### src/hw/sfp_consts.vh
// constants for the serial flash block protection logic
`ifndef SFP_CONSTS_VH
`define SFP_CONSTS_VH

// ****************************************
// command opcodes
// ****************************************
`define SFP_OP_WR_EN  8'h06
`define SFP_OP_WRDI   8'h04
`define SFP_OP_EQIO   8'h38
`define SFP_OP_RSTQIO 8'hff
`define SFP_OP_RDSR   8'h05
`define SFP_OP_RDCR   8'h35
`define SFP_OP_WRSR   8'h01
`define SFP_OP_WR_PROT 8'h42
`define SFP_OP_RBPR   8'h72
`define SFP_OP_ULBPR  8'h98
`define SFP_OP_LOCK   8'h8d
`define SFP_OP_WPWL   8'he8

// ****************************************
// frame lengths in bits, opcode included
// ****************************************
`define SFP_LEN_OP    7'd8
`define SFP_LEN_WRSR  7'd24
`define SFP_LEN_WPWL  7'd48
`define SFP_LEN_WRITE_PROTECTION_BITS_CMD  7'd56
`define SFP_LEN_CAP   7'd120

// ****************************************
// reset values and field positions
// ****************************************
`define SFP_PROT_RST   48'h5555_ffff_ffff
`define SFP_PROT_WMASK 48'h5555_ffff_ffff
`define SFP_PWL_RST   40'h00_0000_0000
`define SFP_SR_LATCH  1
`define SFP_SR_LOCK   4
`define SFP_CR_IOSEL  1
`define SFP_CR_PINEN  7

`endif

### src/hw/sfp_protect.v
// block protection, lock-down and write-protect pin logic of a serial flash
//
// Notes on behaviour
// - array split into eight 8K, two 32K, thirty 64K protection blocks
// - single-line mode after reset; quad only after mode-change command
// - mode 0 and 3 accepted; sample on rise, drive after fall
// - all blocks write-locked after every power-on reset
// - 48 protection bits: two per parameter block, one per overlay block
// - one means protected; parameter pair upper bit read-lock, lower write-lock
// - read of read-locked parameter block returns zero
// - global unlock clears every write-lock bit without a permanent lock in one command
// - lock command needs write enable; lock-down refuses protection changes
// - lock-down cleared only by power cycle, visible in status
// - 40 permanent write-lock bits, one per block, same mapping
// - permanent one forces matching write-lock to one, frozen forever
// - zero written to permanent bit changes nothing
// - lock-down makes device ignore permanent-lock writes
// - pin acts only in single-line mode with io config zero
// - pin ignored while pin-protect enable is zero
// - pin-protect enable nonvolatile, factory zero, kept across power-ups
// - pin guards only protection and config registers, not program/erase
// - config zero, enable one, pin low: block protection and config writes
// - lock-down rejects protection write; otherwise accepted if pin idle
// - status bit 4 set by lock command, cleared only by power cycle
// - write enable latch gates writes and clears after each such command
`timescale 1ns/1ps
`include "sfp_consts.vh"

module sfp_protect (
  input  wire        core_clk,
  input  wire        rst_n,
  input  wire        nv_rst_n,
  input  wire        sck,
  input  wire        ce_n,
  input  wire [3:0]  quad_data_lines_i,
  input  wire        wp_n,
  output wire [3:0]  quad_data_lines_o,
  output wire [3:0]  quad_data_lines_oe_n,
  input  wire [23:0] arr_addr,
  input  wire [7:0]  arr_rdata,
  output reg  [7:0]  rd_data_q,
  output reg         blk_wr_ok_q,
  output wire        quad_mode,
  output wire        lockdown_status_flag,
  output wire        write_enable_latch
);

  // ****************************************
  // pin synchronisers
  // ****************************************
  reg        sck_s1_q, sck_s2_q, sck_s3_q;
  reg        ce_s1_q,  ce_s2_q,  ce_s3_q;
  reg  [3:0] sio_s1_q, sio_s2_q;
  reg        wp_s1_q,  wp_s2_q;

  // two flops per pin; third flop only for edge finding
  always @(posedge core_clk) begin
    if (!rst_n) begin
      sck_s1_q <= 1'b0;
      sck_s2_q <= 1'b0;
      sck_s3_q <= 1'b0;
      ce_s1_q  <= 1'b1;
      ce_s2_q  <= 1'b1;
      ce_s3_q  <= 1'b1;
      sio_s1_q <= 4'h0;
      sio_s2_q <= 4'h0;
      wp_s1_q  <= 1'b1;
      wp_s2_q  <= 1'b1;
    end else begin
      sck_s1_q <= sck;
      sck_s2_q <= sck_s1_q;
      sck_s3_q <= sck_s2_q;
      ce_s1_q  <= ce_n;
      ce_s2_q  <= ce_s1_q;
      ce_s3_q  <= ce_s2_q;
      sio_s1_q <= quad_data_lines_i;
      sio_s2_q <= sio_s1_q;
      wp_s1_q  <= wp_n;
      wp_s2_q  <= wp_s1_q;
    end
  end

  // edge events; either idle level of sck is fine
  // both bus modes
  wire sck_rise = sck_s2_q & ~sck_s3_q;
  wire sck_fall = ~sck_s2_q & sck_s3_q;
  wire ce_fall  = ~ce_s2_q & ce_s3_q;
  wire ce_rise  = ce_s2_q & ~ce_s3_q;
  wire sel      = ~ce_s2_q;

  // ****************************************
  // state registers
  // ****************************************
  reg  [6:0]  bits_q;
  reg  [7:0]  op_q;
  reg  [47:0] din_q;
  reg  [47:0] dsh_q;
  reg         rd_act_q;
  reg  [3:0]  sio_o_q;
  reg  [3:0]  oe_n_q;
  reg         quad_q;
  reg         latch_q;
  reg         lock_q;
  reg  [47:0] prot_q;
  reg  [39:0] pwl_q;
  reg         iosel_q;
  reg         pinen_q;

  // widen 40 write-lock bits into the 48-bit protection layout
  // shared block mapping
  function [47:0] f_exp;
    input [39:0] v;
    integer i;
    begin
      f_exp = {16'h0000, v[31:0]};
      for (i = 0; i < 8; i = i + 1) begin
        f_exp[32 + 2 * i] = v[32 + i];
      end
    end
  endfunction

  // ****************************************
  // shift datapath
  // ****************************************
  wire [6:0]  step   = quad_q ? 7'd4 : 7'd1;
  wire [6:0]  bits_n = bits_q + step;
  wire [7:0]  op_n   = quad_q ? {op_q[3:0], sio_s2_q} : {op_q[6:0], sio_s2_q[0]};
  wire [47:0] din_n  = quad_q ? {din_q[43:0], sio_s2_q} : {din_q[46:0], sio_s2_q[0]};
  wire [47:0] pwl_x  = f_exp(pwl_q);

  // status and config images
  // lock-down readable
  wire [7:0] sr_img = (8'h01 << `SFP_SR_LOCK) & {8{lock_q}} |
                      (8'h01 << `SFP_SR_LATCH) & {8{latch_q}};
  wire [7:0] cr_img = (8'h01 << `SFP_CR_IOSEL) & {8{iosel_q}} |
                      (8'h01 << `SFP_CR_PINEN) & {8{pinen_q}};

  // read word chosen as soon as the opcode is complete
  reg        rd_sel;
  reg [47:0] rd_word;
  always @* begin
    rd_sel  = 1'b1;
    rd_word = 48'h0;
    case (op_n)
      `SFP_OP_RDSR: rd_word = {sr_img, 40'h0};
      `SFP_OP_RDCR: rd_word = {cr_img, 40'h0};
      `SFP_OP_RBPR: rd_word = prot_q;
      default:      rd_sel  = 1'b0;
    endcase
  end

  // ****************************************
  // command qualification at ce_n release
  // ****************************************
  wire end_op = ce_rise;
  wire len8   = (bits_q == `SFP_LEN_OP);

  // pin protection only in single-line mode, io config zero, enable set
  // io config priority
  wire pin_prot = ~quad_q & ~iosel_q & pinen_q & ~wp_s2_q;

  wire do_wprot = end_op & (op_q == `SFP_OP_WR_PROT) & (bits_q == `SFP_LEN_WRITE_PROTECTION_BITS_CMD) &
                  latch_q & ~lock_q & ~pin_prot;
  wire do_ulbpr = end_op & (op_q == `SFP_OP_ULBPR) & len8 &
                  latch_q & ~lock_q & ~pin_prot;
  wire do_lock  = end_op & (op_q == `SFP_OP_LOCK) & len8 & latch_q;
  wire do_wpwl  = end_op & (op_q == `SFP_OP_WPWL) & (bits_q == `SFP_LEN_WPWL) &
                  latch_q & ~lock_q;
  // config write blocked by pin too
  wire do_wrsr  = end_op & (op_q == `SFP_OP_WRSR) & (bits_q == `SFP_LEN_WRSR) &
                  latch_q & ~pin_prot;
  wire do_write_enable_cmd  = end_op & (op_q == `SFP_OP_WR_EN) & len8;

  // any write-type command drops the latch, accepted or not
  // latch auto-clear
  wire latch_clr = end_op & ((op_q == `SFP_OP_WRDI) | (op_q == `SFP_OP_WR_PROT) |
                   (op_q == `SFP_OP_ULBPR) | (op_q == `SFP_OP_LOCK) |
                   (op_q == `SFP_OP_WPWL) | (op_q == `SFP_OP_WRSR));

  // ****************************************
  // serial engine and volatile state
  // ****************************************
  always @(posedge core_clk) begin
    if (!rst_n) begin
      bits_q   <= 7'd0;
      op_q     <= 8'h00;
      din_q    <= 48'h0;
      dsh_q    <= 48'h0;
      rd_act_q <= 1'b0;
      sio_o_q  <= 4'h0;
      oe_n_q   <= 4'hf;
      quad_q   <= 1'b0;
      latch_q  <= 1'b0;
      lock_q   <= 1'b0;
      prot_q   <= `SFP_PROT_RST;
    end else begin
      // frame start clears the bit count
      if (ce_fall) begin
        bits_q   <= 7'd0;
        rd_act_q <= 1'b0;
      end else if (sel && sck_rise && bits_q < `SFP_LEN_CAP) begin
        bits_q <= bits_n;
        if (bits_q < `SFP_LEN_OP) begin
          op_q <= op_n;
        end else begin
          din_q <= din_n;
        end
        if (bits_n == `SFP_LEN_OP) begin
          rd_act_q <= rd_sel;
          dsh_q    <= rd_word;
        end
      end
      if (sel && sck_fall && rd_act_q) begin
        if (quad_q) begin
          sio_o_q <= dsh_q[47:44];
          oe_n_q  <= 4'h0;
          dsh_q   <= {dsh_q[43:0], 4'h0};
        end else begin
          sio_o_q <= {2'b00, dsh_q[47], 1'b0};
          oe_n_q  <= 4'hd;
          dsh_q   <= {dsh_q[46:0], 1'b0};
        end
      end
      // release lines when the frame ends
      if (ce_rise) begin
        oe_n_q   <= 4'hf;
        rd_act_q <= 1'b0;
      end
      if (end_op && len8 && op_q == `SFP_OP_EQIO) begin
        quad_q <= 1'b1;
      end else if (end_op && len8 && op_q == `SFP_OP_RSTQIO) begin
        quad_q <= 1'b0;
      end
      if (do_write_enable_cmd) begin
        latch_q <= 1'b1;
      end else if (latch_clr) begin
        latch_q <= 1'b0;
      end
      if (do_lock) begin
        lock_q <= 1'b1;
      end
      if (do_wprot) begin
        prot_q <= din_q | pwl_x;
      end else if (do_ulbpr) begin
        prot_q <= (prot_q & ~`SFP_PROT_WMASK) | pwl_x;
      end else if (do_wpwl) begin
        prot_q <= prot_q | f_exp(din_q[39:0]);
      end
    end
  end

  // ****************************************
  // nonvolatile state, kept over rst_n
  // ****************************************
  // nv_rst_n stands for the factory state, not a power cycle
  always @(posedge core_clk) begin
    if (!nv_rst_n) begin
      pwl_q  <= `SFP_PWL_RST;
      iosel_q <= 1'b0;
      pinen_q <= 1'b0;
    end else begin
      if (do_wpwl) begin
        pwl_q <= pwl_q | din_q[39:0];
      end
      if (do_wrsr) begin
        iosel_q <= din_q[`SFP_CR_IOSEL];
        pinen_q <= din_q[`SFP_CR_PINEN];
      end
    end
  end

  // ****************************************
  // array access gating
  // ****************************************
  // 8K units: 4 params, 32K, 64K x30, 32K, 4 params
  // block decode
  wire [7:0] unit   = arr_addr[20:13];
  wire       is_par = (unit < 8'd4) | (unit > 8'd251);
  wire [2:0] pidx   = {~(unit < 8'd4), unit[1:0]};
  wire [4:0] oidx   = unit[7:3];

  // upper bit read, lower bit write
  wire rlock = is_par & prot_q[{2'b10, pidx, 1'b1}];
  wire wlock = is_par ? prot_q[{2'b10, pidx, 1'b0}] : prot_q[{1'b0, oidx}];

  // pin does not enter this path
  always @(posedge core_clk) begin
    if (!rst_n) begin
      rd_data_q   <= 8'h00;
      blk_wr_ok_q <= 1'b0;
    end else begin
      rd_data_q   <= rlock ? 8'h00 : arr_rdata;
      blk_wr_ok_q <= latch_q & ~wlock;
    end
  end

  assign quad_data_lines_o    = sio_o_q;
  assign quad_data_lines_oe_n = oe_n_q;
  assign quad_mode            = quad_q;
  assign lockdown_status_flag = lock_q;
  assign write_enable_latch   = latch_q;

endmodule // sfp_protect

### config.mk
export PLATFORM = sky130hd
export DESIGN_NAME = sfp_protect
export DESIGN_NICKNAME = d
export VERILOG_FILES = /design/src/hw/sfp_protect.v
export VERILOG_INCLUDE_DIRS = /design/src /design/src/hw
export SDC_FILE = /design/constraint.sdc
export NUM_CORES = 1
export LEC_CHECK = 0
export BUFFER_PORTS_ARGS = -buffer_cell sky130_fd_sc_hd__buf_2
export CELL_PAD_IN_SITES_DETAIL_PLACEMENT = 0
export CELL_PAD_IN_SITES_GLOBAL_PLACEMENT = 1
export CORE_MARGIN = 5
export CORE_UTILIZATION = 40
export DETAILED_ROUTE_END_ITERATION = 8
export PLACE_DENSITY = 0.8
export SYNTH_ARGS = -nofsm -noshare
export SYNTH_HDL_FRONTEND = slang
export SYNTH_SLANG_ARGS = --single-unit
### constraint.sdc
create_clock -name core_clk -period 8.2 [get_ports core_clk]
set_input_delay 0.41 -clock core_clk [delete_from_list [all_inputs] [get_ports core_clk]]
set_output_delay 0.41 -clock core_clk [all_outputs]
set_load 0.1 [all_outputs]
## Word level (Yosys, flattened, before mapping)

Index checks and enable logic that the tools add are counted.

| storage, ports and cells | value |
|---|---|
| bits in registers | 238 |
| output and inout bits | 20 |

| cells by class | value |
|---|---|
| equality and inequality tests | 18 |
| mux-type cells | 26 |
| reduce and logical (&&, ||, !) cells | 21 |
| bitwise gates (word level) | 59 |
| $lt $le $gt $ge | 7 |
| add/subtract/negate cells | 1 |

Operators with widths:

| operator | number |
|---|---|
| $mux W48 | 9 |
| $or A48 B47 Y48 | 3 |
| $pmux W48 S3 | 1 |
| $or A40 B40 Y40 | 1 |
| $and A1 B1 Y1 | 33 |
| $eq A8 B8 Y1 const B | 4 |
| $eq A8 B3 Y1 const B | 3 |
| $eq A8 B6 Y1 const B | 2 |
| $eq A8 B7 Y1 const B | 2 |
| $eq A7 B4 Y1 const B | 2 |
| $eq A7 B6 Y1 const B | 2 |
| $lt A6 B7 Y1 const B | 2 |
| $not A1 Y1 | 14 |
| $mux W1 | 9 |
| $reduce_and A3 Y1 | 3 |
| $eq A8 B1 Y1 const B | 1 |
| $gt A8 B8 Y1 const B | 1 |
| $lt A8 B3 Y1 const B | 1 |
| $mux W4 | 2 |
| $mux W8 | 1 |
| $or A2 B8 Y8 | 1 |
| $reduce_bool A2 Y1 | 4 |
| $add A7 B3 Y7 | 1 |
| $eq A7 B5 Y1 const B | 1 |
| 14 further kinds | 29 |

## Longest topological paths before layout

| logic depth | value |
|---|---|
| depth in word-level cells | 9 |
| mapped depth | 11 |

## Worst setup path after synthesis

Ideal clock, no wire load.

| timing path | value |
|---|---|
| path kind | register to register |
| start | register quad_q (netlist: quad_mode) |
| end | register dsh_q[44] |
| slack | 4.856 ns |
| period minus slack after synthesis | 3.344 ns |
| stages on the path, launching flop included | 12 |
| setup time | 0.125 ns |
| required time | 8.075 ns |
| arrival time | 3.219 ns |
| cell sequence | dfxtp_1 -> clkbuf_1 -> inv_1 -> ha_1 -> ha_1 -> a21oi_1 -> o221ai_1 -> nor4_4 -> a31oi_1 -> buf_6 -> buf_8 -> mux2i_1 |

| on the way | value |
|---|---|
| elaborated cells on any way between the ends | 15 |

RTL lines:

| what | RTL line | RTL |
|---|---|---|
| start, declared | sfp_protect.v:101 | `reg quad_q;` |
| start signal, assigned | sfp_protect.v:192 | `quad_q <= 1'b0;` |
| start signal, assigned | sfp_protect.v:230 | `quad_q <= 1'b1;` |
| start signal, assigned | sfp_protect.v:232 | `quad_q <= 1'b0;` |
| $mux W3 | sfp_protect.v:125 | `wire [6:0] step = quad_q ? 7'd4 : 7'd1;` |
| named net step[0] | sfp_protect.v:125 |  |
| $add A7 B3 Y7 | sfp_protect.v:126 | `wire [6:0] bits_n = bits_q + step;` |
| $eq A7 B4 Y1 (no source line) | n/a |  |
| $reduce_bool A2 Y1 (no source line) | n/a |  |
| $reduce_and A3 Y1 (no source line) | n/a |  |
| end signal, assigned | sfp_protect.v:210 | `dsh_q <= rd_word;` |
| end signal, assigned | sfp_protect.v:217 | `dsh_q <= {dsh_q[43:0], 4'h0};` |
| end signal, assigned | sfp_protect.v:221 | `dsh_q <= {dsh_q[46:0], 1'b0};` |
| end, declared | sfp_protect.v:97 | `reg [47:0] dsh_q;` |

The timed path passes the listed nets, and every way through them passes these cells. The select of a mux whose other input is x is not followed.
A chain may end at the register's enable or synchronous reset.

## Worst setup path after layout

| timing path | value |
|---|---|
| start | register quad_q (netlist: quad_mode) |
| end | register dsh_q[19] |

The elaborated chain is that of the path after synthesis.

==> metrics.md <==
| Metric | Value |
|---|---|
| TritonCTS sink count | `236` |
| Mapped Area | `11900 µm²` |
| Crit path DAT | `4.32 ns` |
| Static leakage | `4.74 nW` |
| Post-route antenna net violation count | `0` |
| Synth cell types | `65` |
| Final WL | `31.4 mm` |
| Max_slew headroom | `30.8%` |
| GRT overflow | `0` |
| Layout cells sized above 1 | `10.1%` |
| Slew @ Worst Pin | `~1.0 ns` |
| Core Region | `29500 µm²` |
| DIE AREA | `33300 µm²` |
| Ys async rst share | `0%` |
| Final hold slack | `0.0599 ns` |
| Crit path cell chain | `inv_1 -> ha_1 -> ha_1 -> and3_1 -> o2111ai_1 -> o211ai_1 -> a31oi_4 -> buf_4 -> mux2i_1` |
| Worst hold path type | `input pin to flop` |
| Setup-failing EPs final | `0` |
| Initial antenna violation count | `0` |
| Wirelength per Cell | `17.6 µm` |
| Total Routing Usage GR | `18.2%` |
| CP max stage delay | `slightly above 0.9 ns` |
| Critical path's top delay family | `buffers and inverters` |
| CP max stage cell | `dfxtp_4` |
| Layout area overhead | `9.97%` |
| Port Buffers | `45` |
| Worst VDD drop | `0.136 mV` |
| Htree depth | `1` |
| YS warnings | `0` |
| Worst path bufs/invs | `2` |
| # rows | `63` |
| Most common cell after layout, fill and taps aside | `dfxtp_1` |
| Later-pin clock latency in the skew report | `0.53 ns` |
| Net Count, Synth | `1460` |
| Post_cts resized | `0` |
| Post-synth EDFFs | `0` |
| Final core occ | `44.4%` |
| TritonCTS clock tree | `done` |
| ANT cells | `0` |
| Synth area leaders | `dfxtp_1 40%, mux2i_1 13%, nand2_1 5.2%, nor2_1 3.8%, o21ai_0 3.7%` |
| # hold bufs at CTS | `0` |
| Clock-pin slew on the worst setup and hold paths | `0.06 ns` |
| Startpoint Class | `flop` |
| Most used DFF post-synth | `dfxtp_1` |
| Initial Utilization | `40.4%` |
| Vias/cell | `roughly 5.7` |
| Cts bufs inserted | `26` |
| Final Net Count | `1421` |
| Area leader, netlist | `dfxtp_1` |
| Postcts setup bufs | `0` |
| Final clock skew | `0.00846 ns` |
| CP Class | `flop to flop` |
| RSZ-0062 raised after global routing | `false` |
| R2r startpoint | `quad_mode$_SDFFE_PN0P_` |
| Max Cap Viol | `0` |
| CP Launch Point | `quad_mode$_SDFFE_PN0P_` |
| CP required | `8.64 ns` |
| Crit. End Element | `flop` |
| Die Span Y | `182 µm` |
| Cell mode on critical path | `ha_1` |
| Die Wd | `182 µm` |
| Upper clock frequency limit | `258 MHz` |
| Post-synthesis sequential area ratio | `39.7%` |
| Final Critical Period | `3.88 ns` |
| Comb pwr share | `2.8%` |
| 1st-pass router iterations | `5` |
| Initial DRC count | `862` |
| Reg2reg setup slack | `~4.3 ns` |
| P_sw | `about 520 µW` |
| RePlAce Congestion | `roughly 0.84` |
| Fin. Hold Viols | `0` |
| Multi-input logic area | `roughly 6600 µm²` |
| Crit share post-route | `47.3%` |
| Detailed Place HPWL | `a little under 20 mm` |
| Pwr dens | `184 nW/µm²` |
| Cells after synthesis | `1415` |
| FF+latch area | `4730 µm²` |
| Most frequent cells in the layout | `235 x dfxtp_1, 164 x nand2_1, 153 x mux2i_1, 122 x nor2_1, 87 x o21ai_0` |
| Outcome | `complete, no violations` |
| First-pass GRT wire length | `51.0 mm` |
| Clock power share | `49.3%` |
| Post-synthesis register bit count | `236` |
| Pin count of the biggest net entering global routing | `100` |
| Vias in the first global route | `9455` |
| Clk buf depth | `3` |
| Sequential share of power | `47.9%` |
| Hold_sp | `wp_n` |
| Crit-path max FO | `54` |
| CTS Root Cell | `clkbuf_16` |
| Syn avg cell area | `8.41 µm²` |
| Yosys top cell area share | `39.7%` |
| Total negative slack | `0 ns` |
| Final Slew Violations | `0` |
| Internal Dissipation | `1.89 mW` |
| # IOs | `62` |
| Routed via count | `10100` |
| Fill count | `between 2000 and 3000` |
| Number of remaining DRC errors | `0` |
| Sw Ratio | `21.5%` |
## cell families after synthesis
group,Yosys count,share of synthesized area (%)
AO/OA/AOI/OAI,293,15.1
flip-flops,236,39.7
adder cells (fa/ha/maj),3,0.315
buffers and inverters,141,5.52
XOR/XNOR,5,0.368
AND/OR/NAND/NOR,567,23.6
multiplexers,170,15.4
## state kept, by name, summed over array words and instances (netlist names), 2 cells and up
register / count
din_q: 48
dsh_q: 48
prot_q: 48
pwl_q: 40
op_q: 8
rd_data_q: 8
bits_q: 7
quad_data_lines_o: 4
sio_s1_q: 4
sio_s2_q: 4
quad_data_lines_oe_n: 2
## power by group through the flow
stage | Combinational, mW | Sequential [mW] | Clock, mW
finish | 0.0683 | 1.15 | 1.19
global route | 0.0734 | 1.15 | 1.25
CTS | 0.0687 | 1.15 | 1.21
detailed placement | 0.0687 | 1.18 | 0
global placement | 0.0685 | 1.18 | 0
floorplan | 0.0343 | 1.19 | 0
## path summary, 6_finish.rpt
| check | to | cells past startpoint |
|---|---|---|
| worst max-delay path | dsh_q[19]$_SDFFE_PN0P_ | 9 |
| worst min-delay path | wp_s1_q$_SDFF_PN1_ | 2 |
| worst max register to register | dsh_q[19]$_SDFFE_PN0P_ | 9 |
| worst min register to register | ce_s2_q$_SDFF_PN1_ | 1 |
## worst register-to-register path: stages (launching register included)
cell and delay [ns]:
dfxtp_4 0.91, inv_1 0.40, ha_1 0.35, ha_1 0.24, and3_1 0.18, o2111ai_1 0.17, o211ai_1 0.33, a31oi_4 0.25
buf_4 0.64, mux2i_1 0.33
## cells in the mapped netlist (10+ instances only)
master    number
o211ai_1      10
o31ai_1       14
nand4_1       28
a21oi_1       85
a211oi_1      46
nand3_1       45
inv_1         12
dfxtp_1      236
nor3_1        72
a31oi_1       12
mux2i_1      153
nor4_1        15
o21ai_0       87
and2_1        23
nand2_1      164
nor2b_1       45
mux4_2        10
nor2_1       122
buf_2         27
clkbuf_1      87
## area by class of cell
type | instances | share of cell area, %
repair buffers | 61 | 2.66
inverters | 13 | 0.373
clock inverters | 7 | 0.650
multi-input cells | 1038 | 50.5
flip-flops and latches | 236 | 36.1
well taps | 390 | 3.73
clock buffers | 37 | 5.99
## stage by stage
step / setup slack (ns) / instances / power, mW / area (µm²)
2_1_floorplan: 4.86 / 1415 / 1.23 / 11900
3_3_place_gp: 4.38 / 1738 / 1.25 / 12200
3_5_place_dp: 4.36 / 1738 / 1.25 / 12200
4_1_cts: 4.32 / 1782 / 2.44 / 13100
5_1_grt: 4.09 / 1782 / 2.48 / 13100
6_report: 4.32 / 1782 / 2.41 / 13100
## layer usage
metal | routed length [µm] | GRT usage (%) | share of wire [%]
met1 | 15100 | 26.6 | 48
met2 | 13900 | 28.4 | 44
met5 | 0 | 0 | 0
met4 | 622 | 4.56 | 2.0
met3 | 1750 | 2.33 | 5.6
No activity file was read; power rests on OpenSTA's default activity.
